$ cat src/lrout_defines.svh
`ifndef LROUT_DEFINES_SVH
`define LROUT_DEFINES_SVH

// Register width and byte offsets inside the I/O window
`define LROUT_DATA_W           16
`define LROUT_OFS_CTRL_LOW     16'h0000
`define LROUT_OFS_CTRL_HIGH    16'h0002
`define LROUT_OFS_READBACK     16'h0002
`define LROUT_OFS_ISO_INPUT    16'h0004
`define LROUT_OFS_CHG_DETECT   16'h0006
`define LROUT_OFS_IRQ          16'h0008
`define LROUT_OFS_BOARD_ID     16'h000A

// Field layout of a control word: channel n uses bits 2n and 2n+1
`define LROUT_PAIR_RESET_POS   0
`define LROUT_PAIR_SET_POS     1
`define LROUT_CH_PER_WORD      8
`define LROUT_CHANNELS         16
`define LROUT_ID_W             4

// Reset values
`define LROUT_STATE_RST        16'h0000
`define LROUT_RDATA_RST        16'h0000

// Coil drive time: relay operate and release time, in microseconds
`define LROUT_CLK_MHZ          100
`define LROUT_COIL_TIME_US     3000
`define LROUT_COIL_CYCLES      (`LROUT_COIL_TIME_US * `LROUT_CLK_MHZ)

`endif

$ cat src/lrout_pkg.sv
`default_nettype none
package lrout_pkg;

   // Coil driver state of one latching relay
   typedef enum logic [2:0]
   {
      LROUT_COIL_IDLE  = 3'b001,
      LROUT_COIL_SET   = 3'b010,
      LROUT_COIL_RESET = 3'b100
   } lrout_coil_state_t;

   // Action requested by one set/reset bit pair
   typedef enum logic [1:0]
   {
      LROUT_PAIR_HOLD  = 2'b00,
      LROUT_PAIR_RESET = 2'b01,
      LROUT_PAIR_SET   = 2'b10,
      LROUT_PAIR_BAD   = 2'b11
   } lrout_pair_t;

endpackage : lrout_pkg
`default_nettype wire

$ cat src/lrout_coil_drv.sv
`timescale 1ns/10ps
`default_nettype none
`include "lrout_defines.svh"

module lrout_coil_drv
   import lrout_pkg::*;
#(
   parameter int COIL_CYCLES = `LROUT_COIL_CYCLES
)
(
   input  wire logic i_ref_clk,
   input  wire logic i_rst_b,
   input  wire logic i_set_req,
   input  wire logic i_reset_req,
   output logic      o_set_coil,
   output logic      o_reset_coil,
   output logic      o_state
);

   localparam int CNT_W = $clog2(COIL_CYCLES + 1);
   localparam logic [CNT_W-1:0] CNT_LAST = CNT_W'(COIL_CYCLES - 1);

   lrout_coil_state_t coil_state_reg;
   lrout_coil_state_t coil_state_next;
   logic [CNT_W-1:0]  cnt_reg;
   logic [CNT_W-1:0]  cnt_next;
   logic              state_reg;
   logic              state_next;

   // A new request restarts the pulse, so the latest write always wins
   always_comb
   begin
      coil_state_next = coil_state_reg;
      cnt_next        = cnt_reg;
      state_next      = state_reg;
      case (coil_state_reg)
         LROUT_COIL_IDLE,
         LROUT_COIL_SET,
         LROUT_COIL_RESET:
         begin
            if (coil_state_reg != LROUT_COIL_IDLE)
            begin
               if (cnt_reg == CNT_LAST)
               begin
                  // Contact moves only once the coil pulse is complete
                  state_next      = (coil_state_reg == LROUT_COIL_SET);
                  coil_state_next = LROUT_COIL_IDLE;
                  cnt_next        = '0;
               end
               else
               begin
                  cnt_next = cnt_reg + CNT_W'(1);
               end
            end
            if (i_set_req)
            begin
               coil_state_next = LROUT_COIL_SET;
               cnt_next        = '0;
            end
            else if (i_reset_req)
            begin
               coil_state_next = LROUT_COIL_RESET;
               cnt_next        = '0;
            end
         end
         default:
         begin
            coil_state_next = LROUT_COIL_IDLE;
            cnt_next        = '0;
         end
      endcase
   end

   // State registers
   always_ff @(posedge i_ref_clk or negedge i_rst_b)
   begin
      if (!i_rst_b)
      begin
         coil_state_reg <= LROUT_COIL_IDLE;
         cnt_reg        <= '0;
         state_reg      <= 1'b0;
      end
      else
      begin
         coil_state_reg <= coil_state_next;
         cnt_reg        <= cnt_next;
         state_reg      <= state_next;
      end
   end

   // One-hot codes: each coil drive is a state flop bit, so it cannot glitch
   assign o_set_coil   = coil_state_reg[1];
   assign o_reset_coil = coil_state_reg[2];
   assign o_state      = state_reg;

   property p_coil_excl;
      @(posedge i_ref_clk) disable iff (!i_rst_b)
      !(o_set_coil && o_reset_coil);
   endproperty
   a_coil_excl: assert property (p_coil_excl) else $error("both coils driven");

   property p_set_lands;
      @(posedge i_ref_clk) disable iff (!i_rst_b)
      $fell(o_set_coil) && !o_reset_coil |-> o_state;
   endproperty
   a_set_lands: assert property (p_set_lands) else $error("set pulse did not latch");

   property p_reset_lands;
      @(posedge i_ref_clk) disable iff (!i_rst_b)
      $fell(o_reset_coil) && !o_set_coil |-> !o_state;
   endproperty
   a_reset_lands: assert property (p_reset_lands) else $error("reset pulse did not clear");

endmodule : lrout_coil_drv
`default_nettype wire

$ cat src/lrout_relay_regs.sv
`timescale 1ns/10ps
`default_nettype none
`include "lrout_defines.svh"

module lrout_relay_regs
   import lrout_pkg::*;
#(
   parameter int CHANNELS    = `LROUT_CHANNELS,
   parameter int COIL_CYCLES = `LROUT_COIL_CYCLES
)
(
   input  wire logic                     i_ref_clk,
   input  wire logic                     i_rst_b,
   input  wire logic [15:0]              i_io_base,
   input  wire logic [15:0]              i_io_addr,
   input  wire logic                     i_io_wr,
   input  wire logic                     i_io_rd,
   input  wire logic [`LROUT_DATA_W-1:0] i_io_wdata,
   output logic      [`LROUT_DATA_W-1:0] o_io_rdata,
   output logic                          o_io_rd_ack,
   input  wire logic [CHANNELS-1:0]      i_iso_input,
   input  wire logic [`LROUT_ID_W-1:0]   i_board_id_switch,
   output logic      [CHANNELS-1:0]      o_relay_set_coil,
   output logic      [CHANNELS-1:0]      o_relay_reset_coil,
   output logic      [CHANNELS-1:0]      o_relay_no_closed,
   output logic      [CHANNELS-1:0]      o_relay_nc_closed
);

   localparam int HALF = CHANNELS / 2;

   logic [`LROUT_DATA_W-1:0] rdata_reg;
   logic [`LROUT_DATA_W-1:0] rdata_next;
   logic                     ack_reg;
   logic                     ack_next;
   logic [CHANNELS-1:0]      set_req_reg;
   logic [CHANNELS-1:0]      set_req_next;
   logic [CHANNELS-1:0]      reset_req_reg;
   logic [CHANNELS-1:0]      reset_req_next;
   logic [CHANNELS-1:0]      no_reg;
   logic [CHANNELS-1:0]      no_next;
   logic [CHANNELS-1:0]      nc_reg;
   logic [CHANNELS-1:0]      nc_next;
   logic [CHANNELS-1:0]      state_vec;
   logic [15:0]              offset;
   logic                     wr_low;
   logic                     wr_high;
   logic [`LROUT_ID_W-1:0]   board_id;

   // Offset inside the window; the base comes from host enumeration
   function automatic logic [15:0] win_offset(input logic [15:0] addr,
                                              input logic [15:0] base);
      win_offset = addr - base;
   endfunction : win_offset

   // Action of one bit pair; both-ones maps to LROUT_PAIR_BAD, which the caller treats as hold
   function automatic lrout_pair_t pair_action(input logic [1:0] pair);
      case (pair)
         2'b01:   pair_action = LROUT_PAIR_RESET;
         2'b10:   pair_action = LROUT_PAIR_SET;
         2'b11:   pair_action = LROUT_PAIR_BAD;
         default: pair_action = LROUT_PAIR_HOLD;
      endcase
   endfunction : pair_action

   assign offset  = win_offset(i_io_addr, i_io_base);
   // Odd offsets never match, since only word accesses exist
   assign wr_low  = i_io_wr && (offset == `LROUT_OFS_CTRL_LOW);
   assign wr_high = i_io_wr && (offset == `LROUT_OFS_CTRL_HIGH);
   // Switch on reads as zero, so all switches on give identifier 15
   assign board_id = ~i_board_id_switch;

   // Split a control write into per-channel set and reset requests
   always_comb
   begin
      set_req_next   = '0;
      reset_req_next = '0;
      for (int n = 0; n < HALF; n++)
      begin
         // Reset bit at 2n, set bit at 2n+1
         case (pair_action(i_io_wdata[2*n +: 2]))
            LROUT_PAIR_RESET:
            begin
               reset_req_next[n]      = wr_low;
               reset_req_next[n+HALF] = wr_high;
            end
            LROUT_PAIR_SET:
            begin
               set_req_next[n]        = wr_low;
               set_req_next[n+HALF]   = wr_high;
            end
            default:
            begin
               // Hold and the forbidden pair leave the relay alone
               set_req_next[n]        = 1'b0;
               reset_req_next[n]      = 1'b0;
            end
         endcase
      end
   end

   // Request pulses last one cycle
   always_ff @(posedge i_ref_clk or negedge i_rst_b)
   begin
      if (!i_rst_b)
      begin
         set_req_reg   <= '0;
         reset_req_reg <= '0;
      end
      else
      begin
         set_req_reg   <= set_req_next;
         reset_req_reg <= reset_req_next;
      end
   end

   // One coil driver per relay, each with its own latched state
   genvar g;
   generate
      for (g = 0; g < CHANNELS; g++)
      begin : g_relay
         lrout_coil_drv #(
            .COIL_CYCLES (COIL_CYCLES)
         ) u_coil (
            .i_ref_clk    (i_ref_clk),
            .i_rst_b      (i_rst_b),
            .i_set_req    (set_req_reg[g]),
            .i_reset_req  (reset_req_reg[g]),
            .o_set_coil   (o_relay_set_coil[g]),
            .o_reset_coil (o_relay_reset_coil[g]),
            .o_state      (state_vec[g])
         );
      end
   endgenerate

   // Contact view: reset opens NO and closes NC to common
   always_comb
   begin
      no_next = state_vec;
      nc_next = ~state_vec;
   end

   // Contact outputs registered so they come from flops
   always_ff @(posedge i_ref_clk or negedge i_rst_b)
   begin
      if (!i_rst_b)
      begin
         no_reg <= `LROUT_STATE_RST;
         nc_reg <= ~`LROUT_STATE_RST;
      end
      else
      begin
         no_reg <= no_next;
         nc_reg <= nc_next;
      end
   end

   // Read mux; data stand from the cycle after the strobe until next read
   always_comb
   begin
      rdata_next = rdata_reg;
      ack_next   = i_io_rd;
      if (i_io_rd)
      begin
         case (offset)
            `LROUT_OFS_READBACK:
               rdata_next = `LROUT_DATA_W'(state_vec);
            `LROUT_OFS_ISO_INPUT:
               rdata_next = `LROUT_DATA_W'(i_iso_input);
            `LROUT_OFS_BOARD_ID:
               // Zero fill by concatenation; a widening cast would invert the upper bits too
               rdata_next = {{(`LROUT_DATA_W-`LROUT_ID_W){1'b0}}, board_id};
            default:
               // Change detect, interrupt and empty slots read zero
               rdata_next = '0;
         endcase
      end
   end

   // Read data register
   always_ff @(posedge i_ref_clk or negedge i_rst_b)
   begin
      if (!i_rst_b)
      begin
         rdata_reg <= `LROUT_RDATA_RST;
         ack_reg   <= 1'b0;
      end
      else
      begin
         rdata_reg <= rdata_next;
         ack_reg   <= ack_next;
      end
   end

   assign o_io_rdata         = rdata_reg;
   assign o_io_rd_ack        = ack_reg;
   assign o_relay_no_closed  = no_reg;
   assign o_relay_nc_closed  = nc_reg;

   // Per-channel checks on the write path
   generate
      for (g = 0; g < HALF; g++)
      begin : g_chk
         property p_low_set;
            @(posedge i_ref_clk) disable iff (!i_rst_b)
            wr_low && i_io_wdata[2*g +: 2] == 2'b10
               |=> set_req_reg[g] ##1 o_relay_set_coil[g];
         endproperty
         a_low_set: assert property (p_low_set) else $error("low set not driven");

         property p_high_reset;
            @(posedge i_ref_clk) disable iff (!i_rst_b)
            wr_high && i_io_wdata[2*g +: 2] == 2'b01
               |=> reset_req_reg[g+HALF] ##1 o_relay_reset_coil[g+HALF];
         endproperty
         a_high_reset: assert property (p_high_reset) else $error("high reset lost");

         property p_pair_hold;
            @(posedge i_ref_clk) disable iff (!i_rst_b)
            i_io_wr && i_io_wdata[2*g +: 2] == 2'b00
               |=> !set_req_reg[g] && !reset_req_reg[g]
                   && !set_req_reg[g+HALF] && !reset_req_reg[g+HALF];
         endproperty
         a_pair_hold: assert property (p_pair_hold) else $error("idle pair moved relay");

         property p_pair_pos;
            @(posedge i_ref_clk) disable iff (!i_rst_b)
            wr_low && i_io_wdata[2*g +: 2] == 2'b01
               |=> reset_req_reg[g] && !set_req_reg[g];
         endproperty
         a_pair_pos: assert property (p_pair_pos) else $error("bit pair misplaced");

         property p_high_set;
            @(posedge i_ref_clk) disable iff (!i_rst_b)
            wr_high && i_io_wdata[2*g +: 2] == 2'b10
               |=> set_req_reg[g+HALF] ##1 o_relay_set_coil[g+HALF];
         endproperty
         a_high_set: assert property (p_high_set) else $error("high set not driven");

         property p_set_cause;
            @(posedge i_ref_clk) disable iff (!i_rst_b)
            $rose(o_relay_set_coil[g]) |-> $past(set_req_reg[g]);
         endproperty
         a_set_cause: assert property (p_set_cause) else $error("unrequested set coil");
      end
   endgenerate

   property p_rd_readback;
      @(posedge i_ref_clk) disable iff (!i_rst_b)
      i_io_rd && offset == `LROUT_OFS_READBACK
         |=> o_io_rd_ack && o_io_rdata == $past(state_vec);
   endproperty
   a_rd_readback: assert property (p_rd_readback) else $error("bad readback");

   property p_rd_iso;
      @(posedge i_ref_clk) disable iff (!i_rst_b)
      i_io_rd && offset == `LROUT_OFS_ISO_INPUT
         |=> o_io_rdata == $past(i_iso_input);
   endproperty
   a_rd_iso: assert property (p_rd_iso) else $error("bad input read");

   property p_rd_id;
      @(posedge i_ref_clk) disable iff (!i_rst_b)
      i_io_rd && offset == `LROUT_OFS_BOARD_ID
         |=> o_io_rdata[3:0] == ~$past(i_board_id_switch)
             && o_io_rdata[15:4] == 12'h000;
   endproperty
   a_rd_id: assert property (p_rd_id) else $error("bad board id");

   property p_rd_unmapped;
      @(posedge i_ref_clk) disable iff (!i_rst_b)
      i_io_rd && offset != `LROUT_OFS_READBACK
         && offset != `LROUT_OFS_ISO_INPUT && offset != `LROUT_OFS_BOARD_ID
         |=> o_io_rdata == 16'h0000;
   endproperty
   a_rd_unmapped: assert property (p_rd_unmapped) else $error("unmapped read not zero");

   property p_wr_ignored;
      @(posedge i_ref_clk) disable iff (!i_rst_b)
      i_io_wr && offset != `LROUT_OFS_CTRL_LOW && offset != `LROUT_OFS_CTRL_HIGH
         |=> set_req_reg == '0 && reset_req_reg == '0;
   endproperty
   a_wr_ignored: assert property (p_wr_ignored) else $error("stray write acted");

   property p_contacts;
      @(posedge i_ref_clk) disable iff (!i_rst_b)
      o_relay_nc_closed == ~o_relay_no_closed;
   endproperty
   a_contacts: assert property (p_contacts) else $error("NO and NC agree");

   property p_contact_follow;
      @(posedge i_ref_clk) disable iff (!i_rst_b)
      ##1 o_relay_no_closed == $past(state_vec);
   endproperty
   a_contact_follow: assert property (p_contact_follow) else $error("contact lags");

   // Read handshake: the acknowledge echoes the strobe, and data only move on a read
   property p_ack_pulse;
      @(posedge i_ref_clk) disable iff (!i_rst_b)
      ##1 o_io_rd_ack == $past(i_io_rd);
   endproperty
   a_ack_pulse: assert property (p_ack_pulse) else $error("ack does not echo strobe");

   property p_rdata_hold;
      @(posedge i_ref_clk) disable iff (!i_rst_b)
      !i_io_rd |=> $stable(o_io_rdata);
   endproperty
   a_rdata_hold: assert property (p_rdata_hold) else $error("read data moved");

   // A control word only ever reaches its own half of the relays
   property p_low_only;
      @(posedge i_ref_clk) disable iff (!i_rst_b)
      wr_low |=> set_req_reg[CHANNELS-1:HALF] == '0 && reset_req_reg[CHANNELS-1:HALF] == '0;
   endproperty
   a_low_only: assert property (p_low_only) else $error("low word hit high relays");

   property p_high_only;
      @(posedge i_ref_clk) disable iff (!i_rst_b)
      wr_high |=> set_req_reg[HALF-1:0] == '0 && reset_req_reg[HALF-1:0] == '0;
   endproperty
   a_high_only: assert property (p_high_only) else $error("high word hit low relays");

endmodule : lrout_relay_regs
`default_nettype wire

$ cat config.mk
export PLATFORM = sky130hd
export DESIGN_NAME = lrout_relay_regs
export DESIGN_NICKNAME = d
export VERILOG_FILES = /design/src/lrout_pkg.sv /design/src/lrout_coil_drv.sv /design/src/lrout_relay_regs.sv
export VERILOG_INCLUDE_DIRS = /design/src
export SDC_FILE = /design/constraint.sdc
export NUM_CORES = 1
export LEC_CHECK = 0
export ABC_CLOCK_PERIOD_IN_PS = 3500
export BUFFER_PORTS_ARGS = -buffer_cell sky130_fd_sc_hd__buf_2
export CORE_ASPECT_RATIO = 0.9
export CORE_MARGIN = 4
export CORE_UTILIZATION = 46
export CTS_BUF_LIST = sky130_fd_sc_hd__clkbuf_2 sky130_fd_sc_hd__clkbuf_4 sky130_fd_sc_hd__clkbuf_8
export DETAILED_ROUTE_END_ITERATION = 8
export MAX_ROUTING_LAYER = met4
export SYNTH_ARGS = -nofsm -noshare
export SYNTH_HDL_FRONTEND = slang
export SYNTH_SLANG_ARGS = --single-unit
$ cat constraint.sdc
create_clock -name i_ref_clk -period 3.5 [get_ports i_ref_clk]
set_clock_uncertainty 0.1 [all_clocks]
set_input_delay 0.7 -clock i_ref_clk [delete_from_list [all_inputs] [get_ports i_ref_clk]]
set_output_delay 0.7 -clock i_ref_clk [all_outputs]
set_load 0.005 [all_outputs]
==> reports/results.tsv <==
metric	value	unit
status	finished clean	
Routed WL	55400	um
Ys Warns	0	
Non-Filler Instances	3437	
worst slack at placement	-0.151	ns
RSZ-0062 raised after global routing	false	
Lkg Pwr	12.1	nW
Setup crit start	i_io_base[4]	
Hold Fails Final Rpt	0	
vias	18539	
Setup Viol. Count Final	0	
gr ovfl total	0	
layout cells sized above 1	0.150	
part of the cycle the worst path needs	0.883	
hold endpoint	set_req_reg[0]$_DFF_PN0_	
chip width	246	um
HP Class	input pin to flop	
Post-CTS Setup Inserts	0	
post_cts resized	0	
FF-to-FF End	g_relay[4].u_coil.cnt_reg[6]$_DFFE_PN0P_	
cell count after synthesis	2544	
clk root buf	clkbuf_8	
largest net degree at the start of global routing	78	
CP Launch Type	input pin	
Fmax achieved	323	MHz
hold path cells	3	
final setup margin	0.408	ns
Core ar.	0.0504	mm^2
CTS tree	built	
commonest non-fill, non-tap cells in the layout	dfrtp_1 (417), nor2_1 (349), nand2_1 (269), xor2_1 (172), buf_2 (151)	
reg-to-reg startpoint	g_relay[4].u_coil.cnt_reg[0]$_DFFE_PN0P_	
first-pass GRT wire length	92400	um
Primary FF master, synth	dfrtp_1	
IO Port Bufs	152	
Nets	2795	
post-DP HPWL	38600	um
CTS buffer count	79	
placed cells	3290	
initial antenna violation count	4	
Setup crit end kind	flop	
I/O Pins	153	
Clock transition at path regs	0.06	ns
r2r worst-path depth	9	
PD cells	419	mW/mm^2
max_slew headroom	0.424	
register bit total from synthesis	449	
die area	0.0546	mm^2
number of flops mapped to enable cells by yosys	0	
H-tree Lvls	3	
Layout area overhead	13.5	%
clock network latency to the later pin of the worst-skew pair	0.65	ns
setup_tns	0	ns
Mapped Area	0.0234	mm^2
initial core utilization	0.465	
clock buffer depth	3	
worst hold path startpoint	i_io_wdata[1]	
vias per cell	5.39	
worst reg2reg setup slack	0.69	ns
residual DRC count	0	
critical path required time	3.93	ns
First-pass DRT Iterations	5	
Final min period	3.09	ns
Syn Nets	2647	
vias in the first global route	18180	
Iteration-0 DRC Markers	1288	
leading cell type in the layout, fill and taps excluded	dfrtp_1	
async set or reset register ratio after synthesis	1.00	
number of max-cap violations	0	
GR Util All Layers	0.209	
die height	222	um
max-slew violations	0	
Design Area, Final	0.0266	mm^2
max reg flops	304	
CP max FO	39	
sequential area share after synthesis	0.482	
Worst-Margin Slew	0.856	ns
placed cell area	0.0248	mm^2
num rows	78	
WL/cell	16.1	um
Final Wtd Congestion	0.884	
peak supply drop	0.267	mV
Syn Area/Cell	9.20	um^2
DRT antenna net count	0	
Synth cell types	75	
Worst Path Arrival	3.52	ns
CTS Sinks	449	
CP Class	input pin to flop	
-- cell type report --
cell class	count	area, um^2
fillers	4644	23800
flip-flops and latches	449	11300
multi-input cells	1854	11100
clock buffers	121	1530
repair buffers	196	1180
well taps	680	851
inverters	112	420
clock inverters	22	245
diodes	3	7.51
-- Yosys cell counts (all sizes together) (34+ instances only) --
master / instances / area, um^2
inv: 112 / 420
xor2: 172 / 1510
nor3: 34 / 170
and3: 77 / 482
nor4: 52 / 400
buf: 44 / 342
xnor2: 85 / 744
nand2: 269 / 1010
nand2b: 34 / 213
nand4: 75 / 484
nor2: 349 / 1310
o21ai: 148 / 741
nand3: 112 / 561
clkbuf: 85 / 320
a21oi: 66 / 364
dfrtp: 417 / 10400
-- metrics by stage --
stage	util	power [W]	hold WS, ns
6_report	0.528	0.0111	0.240
5_1_grt	0.528	0.0116	0.218
4_1_cts	0.527	0.0113	0.183
3_5_place_dp	0.492	0.00583	0.328
3_3_place_gp	0.492	0.00582	0.325
2_1_floorplan	-	0.00555	0.274
-- cells by family after synthesis --
| family | synth area share |
|---|---|
| compound gates | 0.109 |
| xor+xnor | 0.0962 |
| fa+ha+maj | 0.0166 |
| buf+inv | 0.0462 |
| flops | 0.482 |
| mux | 0.00481 |
| simple gates | 0.246 |
-- worst max-delay path by stage --
stage                                 endpoint  slack [ns]  cells after the start
global placement     o_io_rdata[4]$_DFFE_PN0P_        0.02                     14
detailed placement  reset_req_reg[9]$_DFF_PN0_       -0.15                     13
global route        reset_req_reg[9]$_DFF_PN0_        0.30                     11
finish              reset_req_reg[9]$_DFF_PN0_        0.41                     11
CTS                 reset_req_reg[9]$_DFF_PN0_        0.52                     13
floorplan           reset_req_reg[4]$_DFF_PN0_        0.17                     11
-- where the power goes --
group	switching, W	leakage, nW	internal (W)
Sequential	0.00000333	6.16	0.00520
Clock	0.00223	0.938	0.00317
Combinational	0.000359	5.05	0.000179
Total	0.00259	12.1	0.00854
-- timing repair --
action	in CTS	in global routing
endpoints found under the setup margin	0	0
hold buffers	1	0
hold endpoints to repair	51	0
-- critical path, stage by stage --
cell       delay (ns)
buf_2            0.07
inv_1            0.03
ha_1             0.33
and3_1           0.21
o211ai_1         0.19
a2111oi_1        0.59
o21ai_0          0.25
a2111oi_4        0.43
nand4_4          0.15
buf_12           0.21
nor4_1           0.35
-- per-layer routing --
layer	part of all wire	wire (um)	vias up	global-route usage
li1	-	-	9103	-
met1	0.48	26400	9014	0.290
met2	0.45	25000	332	0.312
met3	0.049	2710	90	0.0468
met4	0.021	1170	0	0.0565
met5	0	0	-	-
(Power assumes the default switching activity.)
